File: src/shared/sdbg_pkg.sv
// Constants for the serial debug controller: status/control layout,
// command codes and reset values. Assumes byte-level commands arrive
// already decoded from the single-wire link.
// How it works
// - Compare CPU address with 16-bit break address
// - Forced match halts at next instruction boundary
// - Tagged opcode halts when reaching queue end
// - Break enable resets zero, disables all breaks
// - Select bit: one forced, zero tagged
// - Registers reachable only by serial commands
// - Status/control register is eight bits wide
// - Permit bit write blocked while halted
// - Four status flags are read-only
// - Permit cleared by reset, gates halt entry
// - Halt-active flag reads one while halted
// - Clock select resets zero, always writable
// - Wait/stop flag: in low power or woken
// - Halt command wakes CPU from wait/stop
// - Wait/stop fail flag on conflicting memory command
// - Data-valid fail flag unused, reads zero
// - Status read E4, control write C4
// - Break address read E2, write C2
package sdbg_pkg;
   localparam int SDBG_ADDR_W = 16;
   localparam int SDBG_SCR_W = 8;
   // Status/control bit positions
   localparam int SDBG_BIT_PERMIT = 7;
   localparam int SDBG_BIT_HALT_ACT = 6;
   localparam int SDBG_BIT_BRK_EN = 5;
   localparam int SDBG_BIT_FTS = 4;
   localparam int SDBG_BIT_CLKSEL = 3;
   localparam int SDBG_BIT_WS = 2;
   localparam int SDBG_BIT_WSF = 1;
   localparam int SDBG_BIT_DVF = 0;
   // Command codes
   localparam logic [7:0] SDBG_CMD_RD_STATUS = 8'he4;
   localparam logic [7:0] SDBG_CMD_WR_CONTROL = 8'hc4;
   localparam logic [7:0] SDBG_CMD_RD_BRK = 8'he2;
   localparam logic [7:0] SDBG_CMD_WR_BRK = 8'hc2;
   localparam logic [7:0] SDBG_CMD_BACKGROUND = 8'h90;
   localparam logic [7:0] SDBG_CMD_GO = 8'h08;
   // Reset values
   localparam logic [15:0] SDBG_BRK_RST = 16'h0000;
   localparam logic SDBG_CTRL_RST = 1'b0;
   typedef enum logic {SDBG_RUN, SDBG_HALTED} sdbg_halt_t;
endpackage : sdbg_pkg

File: src/shared/sdbg_brk_if.sv
// Breakpoint bundle between the controller and its match unit.
// Assumes one clock domain; all signals are sampled on clk.
`timescale 1ns/1ps
interface sdbg_brk_if;
   logic [15:0] break_addr;
   logic break_enable;
   logic force_or_tag_select;
   logic forced_hit;
   logic tag_mark;
   modport ctrl
   (
      output break_addr,
      output break_enable,
      output force_or_tag_select,
      input forced_hit,
      input tag_mark
   );
   modport match
   (
      input break_addr,
      input break_enable,
      input force_or_tag_select,
      output forced_hit,
      output tag_mark
   );
endinterface : sdbg_brk_if

File: src/sdbg_break_match.sv
// Address comparator for the hardware breakpoint.
// Assumes CPU bus signals are synchronous to clk.
`timescale 1ns/1ps
module sdbg_break_match
   import sdbg_pkg::*;
#(
   parameter int ADDR_W = SDBG_ADDR_W
)
(
   // Bundle to controller
   sdbg_brk_if.match brk,
   // CPU bus
   input wire logic [ADDR_W-1:0] cpu_addr,
   input wire logic cpu_access,
   input wire logic cpu_opfetch
);
   logic hit;

   always_comb
   begin
      hit = brk.break_enable && (cpu_addr == brk.break_addr);
   end

   // Forced: any access; tagged: only opcode fetches
   assign brk.forced_hit = hit && cpu_access && brk.force_or_tag_select;
   assign brk.tag_mark = hit && cpu_opfetch && !brk.force_or_tag_select;
endmodule : sdbg_break_match

File: src/sdbg_halt_ctl.sv
// Halt state machine: run versus debug halt mode.
// Assumes the CPU reports instruction boundaries and low-power state.
`timescale 1ns/1ps
module sdbg_halt_ctl
   import sdbg_pkg::*;
(
   // Clock and reset
   input wire logic clk,
   input wire logic sys_rst,
   // Requests
   input wire logic halt_permit,
   input wire logic forced_hit,
   input wire logic tag_reached,
   input wire logic bg_cmd,
   input wire logic go_cmd,
   // CPU state
   input wire logic cpu_boundary,
   input wire logic cpu_wait_stop,
   // Results
   output logic halt_active,
   output logic woke_from_ws,
   output logic wake_req
);
   sdbg_halt_t state;
   logic req_pend;
   logic enter;
   logic enter_ws;

   always_comb
   begin
      enter_ws = (state == SDBG_RUN) && halt_permit && cpu_wait_stop && (bg_cmd || req_pend);
      enter = (state == SDBG_RUN) && halt_permit
         && ((req_pend && cpu_boundary) || tag_reached || enter_ws);
   end

   // Pending break or halt request until a boundary
   always_ff @(posedge clk or posedge sys_rst)
   begin
      if (sys_rst)
         req_pend <= 1'b0;
      else if (enter || !halt_permit || state == SDBG_HALTED)
         req_pend <= 1'b0;
      else if (forced_hit || bg_cmd)
         req_pend <= 1'b1;
   end

   always_ff @(posedge clk or posedge sys_rst)
   begin
      if (sys_rst)
         state <= SDBG_RUN;
      else
      begin
         unique case (state)
            SDBG_RUN:
               if (enter)
                  state <= SDBG_HALTED;
            SDBG_HALTED:
               if (go_cmd)
                  state <= SDBG_RUN;
         endcase
      end
   end

   always_ff @(posedge clk or posedge sys_rst)
   begin
      if (sys_rst)
         woke_from_ws <= 1'b0;
      else if (enter_ws)
         woke_from_ws <= 1'b1;
      else if (state == SDBG_HALTED && go_cmd)
         woke_from_ws <= 1'b0;
   end

   always_ff @(posedge clk or posedge sys_rst)
   begin
      if (sys_rst)
         wake_req <= 1'b0;
      else
         wake_req <= enter_ws;
   end

   assign halt_active = (state == SDBG_HALTED);
endmodule : sdbg_halt_ctl

File: src/sdbg_controller.sv
// Top of the serial debug controller: command handling for the
// status/control and break address registers, breakpoint and halt logic.
// Assumes the link layer hands over whole decoded commands, one per
// cycle at most, and collects answers from resp_valid/resp_data.
`timescale 1ns/1ps
module sdbg_controller
   import sdbg_pkg::*;
#(
   parameter int ADDR_W = SDBG_ADDR_W
)
(
   // Clock and reset
   input wire logic clk,
   input wire logic sys_rst,
   // Decoded serial commands
   input wire logic cmd_valid,
   input wire logic [7:0] cmd_code,
   input wire logic [15:0] cmd_wdata,
   // Command answers
   output logic resp_valid,
   output logic [15:0] resp_data,
   // CPU bus observation
   input wire logic [ADDR_W-1:0] cpu_addr,
   input wire logic cpu_access,
   input wire logic cpu_opfetch,
   input wire logic cpu_boundary,
   input wire logic tag_reached,
   // CPU low-power and memory command status
   input wire logic cpu_wait_stop,
   input wire logic mem_fail_ws,
   // Control to the CPU and clocking
   output logic tag_mark,
   output logic halt_active_flag,
   output logic wake_req,
   output logic comm_clock_select
);
   sdbg_brk_if brk ();

   // Register contents
   logic [ADDR_W-1:0] debug_break_address;
   logic halt_permit;
   logic break_enable;
   logic force_or_tag_select;
   logic wait_stop_fail_flag;
   logic woke_from_ws;
   logic halted;
   logic [SDBG_SCR_W-1:0] debug_status_control;

   // Command decode
   logic do_rd_status;
   logic do_wr_control;
   logic do_rd_brk;
   logic do_wr_brk;
   logic do_bg;
   logic do_go;
   logic wait_stop_status;

   function automatic logic is_cmd(input logic valid, input logic [7:0] code, input logic [7:0] ref_code);
      is_cmd = valid && (code == ref_code);
   endfunction : is_cmd

   // Only serial commands reach the registers
   always_comb
   begin
      do_rd_status = is_cmd(cmd_valid, cmd_code, SDBG_CMD_RD_STATUS);
      do_wr_control = is_cmd(cmd_valid, cmd_code, SDBG_CMD_WR_CONTROL);
      do_rd_brk = is_cmd(cmd_valid, cmd_code, SDBG_CMD_RD_BRK);
      do_wr_brk = is_cmd(cmd_valid, cmd_code, SDBG_CMD_WR_BRK);
      do_bg = is_cmd(cmd_valid, cmd_code, SDBG_CMD_BACKGROUND) && halt_permit;
      do_go = is_cmd(cmd_valid, cmd_code, SDBG_CMD_GO) && halted;
   end

   // Break address register
   always_ff @(posedge clk or posedge sys_rst)
   begin
      if (sys_rst)
         debug_break_address <= SDBG_BRK_RST;
      else if (do_wr_brk)
         debug_break_address <= cmd_wdata[ADDR_W-1:0];
   end

   // Permit bit: cleared by reset, loaded from bit 7 by a control write, frozen while halted
   always_ff @(posedge clk or posedge sys_rst)
   begin
      if (sys_rst)
         halt_permit <= SDBG_CTRL_RST;
      else if (do_wr_control && !halted)
         halt_permit <= cmd_wdata[SDBG_BIT_PERMIT];
   end

   // Breakpoint controls
   always_ff @(posedge clk or posedge sys_rst)
   begin
      if (sys_rst)
      begin
         break_enable <= SDBG_CTRL_RST;
         force_or_tag_select <= SDBG_CTRL_RST;
      end
      else if (do_wr_control)
      begin
         break_enable <= cmd_wdata[SDBG_BIT_BRK_EN];
         force_or_tag_select <= cmd_wdata[SDBG_BIT_FTS];
      end
   end

   // Communication clock source select
   always_ff @(posedge clk or posedge sys_rst)
   begin
      if (sys_rst)
         comm_clock_select <= SDBG_CTRL_RST;
      else if (do_wr_control)
         comm_clock_select <= cmd_wdata[SDBG_BIT_CLKSEL];
   end

   // Wait/stop failure: set wins over the clear on status read
   always_ff @(posedge clk or posedge sys_rst)
   begin
      if (sys_rst)
         wait_stop_fail_flag <= 1'b0;
      else if (mem_fail_ws)
         wait_stop_fail_flag <= 1'b1;
      else if (do_rd_status)
         wait_stop_fail_flag <= 1'b0;
   end

   assign wait_stop_status = cpu_wait_stop || woke_from_ws;

   // Status view; flags come only from hardware
   always_comb
   begin
      debug_status_control = '0;
      debug_status_control[SDBG_BIT_PERMIT] = halt_permit;
      debug_status_control[SDBG_BIT_HALT_ACT] = halted;
      debug_status_control[SDBG_BIT_BRK_EN] = break_enable;
      debug_status_control[SDBG_BIT_FTS] = force_or_tag_select;
      debug_status_control[SDBG_BIT_CLKSEL] = comm_clock_select;
      debug_status_control[SDBG_BIT_WS] = wait_stop_status;
      debug_status_control[SDBG_BIT_WSF] = wait_stop_fail_flag;
      debug_status_control[SDBG_BIT_DVF] = 1'b0;
   end

   // Answers: one cycle after the command
   always_ff @(posedge clk or posedge sys_rst)
   begin
      if (sys_rst)
         resp_valid <= 1'b0;
      else
         resp_valid <= do_rd_status || do_rd_brk;
   end

   always_ff @(posedge clk or posedge sys_rst)
   begin
      if (sys_rst)
         resp_data <= '0;
      else if (do_rd_status)
         resp_data <= {8'h00, debug_status_control};
      else if (do_rd_brk)
         resp_data <= 16'(debug_break_address);
   end

   // Breakpoint unit
   assign brk.break_addr = debug_break_address;
   assign brk.break_enable = break_enable;
   assign brk.force_or_tag_select = force_or_tag_select;
   assign tag_mark = brk.tag_mark;

   sdbg_break_match #(
      .ADDR_W(ADDR_W)
   ) u_match (
      .brk(brk.match),
      .cpu_addr(cpu_addr),
      .cpu_access(cpu_access),
      .cpu_opfetch(cpu_opfetch)
   );

   // Halt control
   sdbg_halt_ctl u_halt (
      .clk(clk),
      .sys_rst(sys_rst),
      .halt_permit(halt_permit),
      .forced_hit(brk.forced_hit),
      .tag_reached(tag_reached && break_enable),
      .bg_cmd(do_bg),
      .go_cmd(do_go),
      .cpu_boundary(cpu_boundary),
      .cpu_wait_stop(cpu_wait_stop),
      .halt_active(halted),
      .woke_from_ws(woke_from_ws),
      .wake_req(wake_req)
   );

   assign halt_active_flag = halted;
endmodule : sdbg_controller

File: config.mk
export PLATFORM = sky130hd
export DESIGN_NAME = sdbg_controller
export DESIGN_NICKNAME = d
export VERILOG_FILES = /design/src/shared/sdbg_pkg.sv /design/src/shared/sdbg_brk_if.sv /design/src/sdbg_break_match.sv /design/src/sdbg_halt_ctl.sv /design/src/sdbg_controller.sv
export SDC_FILE = /design/constraint.sdc
export NUM_CORES = 1
export LEC_CHECK = 0
export ABC_AREA = 1
export BUFFER_PORTS_ARGS = -buffer_cell sky130_fd_sc_hd__buf_2
export CORE_MARGIN = 2
export CORE_UTILIZATION = 55
export DETAILED_ROUTE_END_ITERATION = 12
export PLACE_DENSITY = 0.85
export SLEW_MARGIN = 20
export SYNTH_ARGS = -nofsm -noshare
export SYNTH_HDL_FRONTEND = slang
export SYNTH_SLANG_ARGS = --single-unit
export TNS_END_PERCENT = 10
File: constraint.sdc
create_clock -name clk -period 2 [get_ports clk]
set_clock_uncertainty 0.2 [all_clocks]
set_input_delay 0.3 -clock clk [delete_from_list [all_inputs] [get_ports clk]]
set_output_delay 0.3 -clock clk [all_outputs]
set_load 0.005 [all_outputs]
Word-level counts from Yosys, hierarchy flattened
Index checks and enable logic that the tools add are counted.
{"block": "word_totals", "ff_bits": 42, "elab_cells": 67, "input_bits": 49, "output_inout_bits": 21}
{"block": "classes", "n_bitwise": 1, "reduce_logical": 36, "n_mux": 11, "eq_ne": 7}
{"cell": "$eq A8 B8 Y1 const B", "count": 5}
{"cell": "$mux W16", "count": 2}
{"cell": "$logic_and A1 B1 Y1", "count": 21}
{"cell": "$eq A16 B16 Y1", "count": 1}
{"cell": "$eq A8 B4 Y1 const B", "count": 1}
{"cell": "$logic_or A1 B1 Y1", "count": 8}
{"cell": "$mux W1", "count": 8}
{"cell": "$reduce_bool A2 Y1", "count": 4}
{"cell": "$logic_not A1 Y1", "count": 3}
{"cell": "$pmux W1 S2", "count": 1}
{"cell": "$not A1 Y1", "count": 1}

Longest topological paths before layout
{"block": "logic_depth", "ltp_word": 10, "depth_mapped": 8, "depth_no_buf": 8}

Hierarchy
A second synthesis with hierarchy kept.
{"block": "unflattened", "cells_unflattened": 317, "area_unflattened_um2": 2347.3}
{"mod": "sdbg_controller", "cells_per_inst": 209, "seq_area_each_um2": 950.9, "n_inst": 1, "area_per_inst_um2": 1818.0}
{"mod": "sdbg_break_match", "cells_per_inst": 83, "seq_area_each_um2": 0.0, "n_inst": 1, "area_per_inst_um2": 332.8}
{"mod": "sdbg_halt_ctl", "cells_per_inst": 25, "seq_area_each_um2": 100.1, "n_inst": 1, "area_per_inst_um2": 196.4}

Worst setup path before layout
OpenSTA, ideal clock, no wires.
{"block": "synth_path", "path_kind": "input to register", "start": "input port cmd_code[3]", "end": "register debug_break_address[12] (netlist: brk.break_addr[12])", "required_ps": 1675, "path_buffers": 1, "cell_stages": 6, "setup_ps": 125, "arrival_ps": 1167, "path_slack_ps": 508, "path_cell_list": "nor2_2 -> nand2_1 -> nor3_4 -> nand2_2 -> buf_6 -> mux2_4"}
{"block": "synth_via", "elab_chain_cells": 2}
{"item": "start, declared", "line_no": "sdbg_controller.sv:17", "text": "input wire logic [7:0] cmd_code,"}
{"item": "$eq A8 B8 Y1", "line_no": "sdbg_controller.sv:59", "text": "is_cmd = valid && (code == ref_code);"}
{"item": "$logic_and A1 B1 Y1", "line_no": "sdbg_controller.sv:59"}
{"item": "end signal, assigned", "line_no": "sdbg_controller.sv:79", "text": "debug_break_address <= cmd_wdata[ADDR_W-1:0];"}
{"item": "end, declared", "line_no": "sdbg_controller.sv:40", "text": "logic [ADDR_W-1:0] debug_break_address;"}
No other way between the ends.
A chain may end at the register's enable or synchronous reset.

Worst setup path after layout
{"block": "layout_path", "start": "register debug_break_address[7] (netlist: brk.break_addr[7])", "end": "output port tag_mark"}
{"block": "layout_via", "elab_chain_cells": 4}
{"item": "$eq A16 B16 Y1", "line_no": "sdbg_break_match.sv:21", "text": "hit = brk.break_enable && (cpu_addr == brk.break_addr);"}
{"item": "$logic_and A1 B1 Y1", "line_no": "sdbg_break_match.sv:21"}
{"item": "$logic_and A1 B1 Y1 (2 in a row)", "line_no": "sdbg_break_match.sv:26", "text": "assign brk.tag_mark = hit && cpu_opfetch && !brk.force_or_tag_select;"}
{"item": "end, declared", "line_no": "sdbg_controller.sv:32", "text": "output logic tag_mark,"}
No other way between the ends.

==> impl_metrics.tcl <==
set metrics [dict create \
    period_share_pct 99.4 \
    cts_tree "built" \
    grt-ovfl-total 0 \
    swShare_pct 26.2 \
    r2r-start "brk.break_addr[12]" \
    worstSkewPairLatency_ps 300 \
    worstHoldPathCells 3 \
    synth_cell_types 28 \
    die_w_um 67.9 \
    yosysSeqAreaShare_pct 46.8 \
    critPathBufInv 2 \
    synth_area_leaders "dfrtp_1 (47%), nand2_1 (13%), nor2_1 (7.2%)" \
    leakage_uw 0.00161 \
    drv_cap 0 \
    first_global_vias 1904 \
    yosysTopAreaCellShare_pct 46.8 \
    ant_nets 0 \
    crit_slowest_cell "dfrtp_1" \
    power_frac_clock_pct 34.5 \
    dpl_cell_area_sq_um 2640 \
    clock_sinks 42 \
    start_kind "flop" \
    synthCells 295 \
    root_buffer "clkbuf_8" \
    wl_um 5300 \
    crit_type "flop to output pin" \
    fp.dieArea_sq_um 4610 \
    status "finished, final reports clean" \
    grt_max_degree 43 \
    grt_setup_unrepaired "true" \
    routed-via-count 2195 \
    drc_errors 0 \
    rows 23 \
    period_needed_ps 1990 \
    synthesis.area_sq_um 2250 \
    fp.coreArea_sq_um 3970 \
    maxSlewViolCount 0 \
    final_area_sq_um 2810 \
    setup_violations 0 \
    cts-buffers-inserted 5 \
    area_growth_pct 25.2 \
    layout.nets 425 \
    hold_start "cmd_wdata[4]" \
    routed.top_layer "met4" \
    antenna_found_initial 0 \
    crit_arrival_ps 1490 \
    switchingPower_uw 505 \
    wl_met2_um 2510 \
    cp_slowest_stage_delay_ps 370 \
    grt_util_all_layers_pct 24.0 \
    worst_pin_slew_ps 515 \
    power_uw 1930 \
    p_int_uw 1420 \
    cp_top_family "simple AND/OR/NAND/NOR gates" \
    tns_ps 0 \
    io_pins 70 \
    wl_met1_um 2290 \
    synth_area_leader_cell "dfrtp_1" \
    n_antenna_cell 0 \
    max_slew_margin_pct 65.7 \
    required_ps 1500 \
    p_comb_share_pct 15.8 \
    dr_wl_met3_um 336 \
    reg2regPathDepth 5 \
    fp.dieH_um 67.9 \
    crit_top_cell "nor2_1" \
    ff2ff_setup_slack_ps 560 \
    vias_per_cell 5.14 \
    routedWlPerCell_um 12.4 \
    grt_pass1_wl_um 8200 \
    h-tree-depth 2 \
    drive_gt1_share_pct 27.9 \
    start_util_pct 56.6 \
    drt_iter0_markers 163 \
    yosys_warnings 0 \
    sequentialPowerShare_pct 49.6 \
    place_hpwl_um 4020 \
    cp_max_fo 3 \
    cts_max_path_buffers 2 \
    hold_end "brk.force_or_tag_select" \
    synth_seq_cells 42 \
    clkTransAtPathRegs_ps 80 \
    crit_chain "inv_1 > nand2_1 > nand2_1 > nor2_1 > nand4_1 > nor2_1 > nand3b_1 > nor2_1 > buf_2" \
    place_congestion 0.932 \
    worstSetupEndpointType "output pin" \
    rr_endpoint "u_halt.req_pend" \
    hp-class "input pin to flop" \
    synth_nets 344 \
    drt_pass1_iterations 6 \
    hold_viol_final 0 \
    peakVddDrop_uv 495 \
    powerDensity_nw_per_um2 684 \
    port_buffers 69 \
    clock.fmax_mhz 503 \
    syn_area_per_cell_sq_um 7.62 \
]
[synthesized netlist by cell type (all sizes together)]
| library cell | number |
|---|---|
| nand4 | 7 |
| and2 | 1 |
| mux2 | 2 |
| nor2 | 47 |
| a22o | 1 |
| nand3 | 5 |
| xnor2 | 4 |
| nor3b | 1 |
| o31ai | 6 |
| nand3b | 3 |
| a21o | 1 |
| nor3 | 3 |
| buf | 5 |
| nor4 | 1 |
| dfrtp | 42 |
| nand2 | 78 |
| o21ai | 15 |
| inv | 45 |
| a21oi | 28 |
[cell usage in the layout (no fill, tap or decap), types with 2 or more instances in the layout]
master         netlist  routed
nand2_1             77      76
buf_2                2      69
nor2_1              43      42
dfrtp_1             42      42
inv_1               42      38
a21oi_1             28      28
o21ai_0             14      13
buf_4                0       8
nand4_1              7       7
inv_2                2       6
o31ai_1              6       6
nor2_2               4       5
clkbuf_8             0       5
nand3_1              4       4
xnor2_1              4       3
nand3b_1             3       3
nand2_2              1       2
nor3_1               2       2
clkinv_2             0       2
dlygate4sd3_1        0       2
[power groups by stage]
stage                     clock network, uW  registers [uW]  logic, uW
after detailed placement                  0             970        291
after global placement                    0             969        282
after CTS                               670             954        302
after global routing                    704             963        343
after floorplan                           0             967        147
final                                   664             955        305
[worst max-delay path by stage]
stage / start / end / slack, ps / cells after the start
floorplan: cmd_code[3] / brk.break_addr[12] / 510 / 6
CTS: brk.break_addr[14] / tag_mark / 1 / 5
finish: brk.break_addr[7] / tag_mark / 10 / 9
global route: brk.break_addr[7] / tag_mark / -140 / 9
global placement: brk.break_addr[2] / tag_mark / 310 / 7
detailed placement: cmd_code[0] / resp_data[9] / 190 / 7
[final cells by class]
cell class	count	area, sq um
Tap cell	50	62.6
Fill cell	330	1160
Inverter	45	171
Clock inverter	3	40.0
Timing Repair Buffer	79	425
Multi-Input combinational cell	203	993
Clock buffer	5	68.8
Sequential cell	42	1050
[through the flow]
stage / cells / setup slack [ps] / utilization (%) / hold slack, ps
after global placement: 413 / 315 / 66.5 / 255
after CTS: 425 / 1.23 / 70.3 / 25.3
after detailed placement: 413 / 195 / 66.5 / 256
after floorplan: 295 / 508 / - / 192
final: 427 / 12.9 / 70.8 / 22.9
after global routing: 427 / -142 / 70.8 / 41.3
[tightest hold or removal path, stage by stage]
cell	delay [ps]
buf_2	90
nand2_1	40
o21ai_0	60
[metal layers]
metal	vias up	global-route usage [%]
met5	-	0
met4	0	12.3
met3	21	4.11
met2	101	39.1
met1	975	30.8
li1	1098	-
[sequential cells by signal, indices dropped and copies added (netlist names)]
| signal | count |
|---|---|
| brk.break_addr | 16 |
| halt_permit | 1 |
| brk.force_or_tag_select | 1 |
| resp_data | 16 |
| break_enable | 1 |
| u_halt.wake_req | 1 |
| u_halt.halt_active | 1 |
| u_halt.req_pend | 1 |
| u_halt.woke_from_ws | 1 |
| comm_clock_select | 1 |
| resp_valid | 1 |
| wait_stop_fail_flag | 1 |
[cells by family after synthesis]
kind of cell | count (synthesis) | share of synthesized area (%)
buffers and inverters | 50 | 9.58
and+or+nand+nor | 146 | 28.1
DFF | 42 | 46.8
xor gates and xnor gates | 4 | 1.56
muxes | 2 | 1.17
AOI/OAI and AO/OA | 51 | 12.8
[timing repair]
action | in CTS | in global routing
endpoints found under the hold margin | 43 | 0
pin swaps | 0 | 3
hold buffers | 2 | 0
resized for setup | 3 | 5
setup endpoints to repair | 1 | 1
setup buffers | 2 | 2
(Power assumes the default switching activity.)
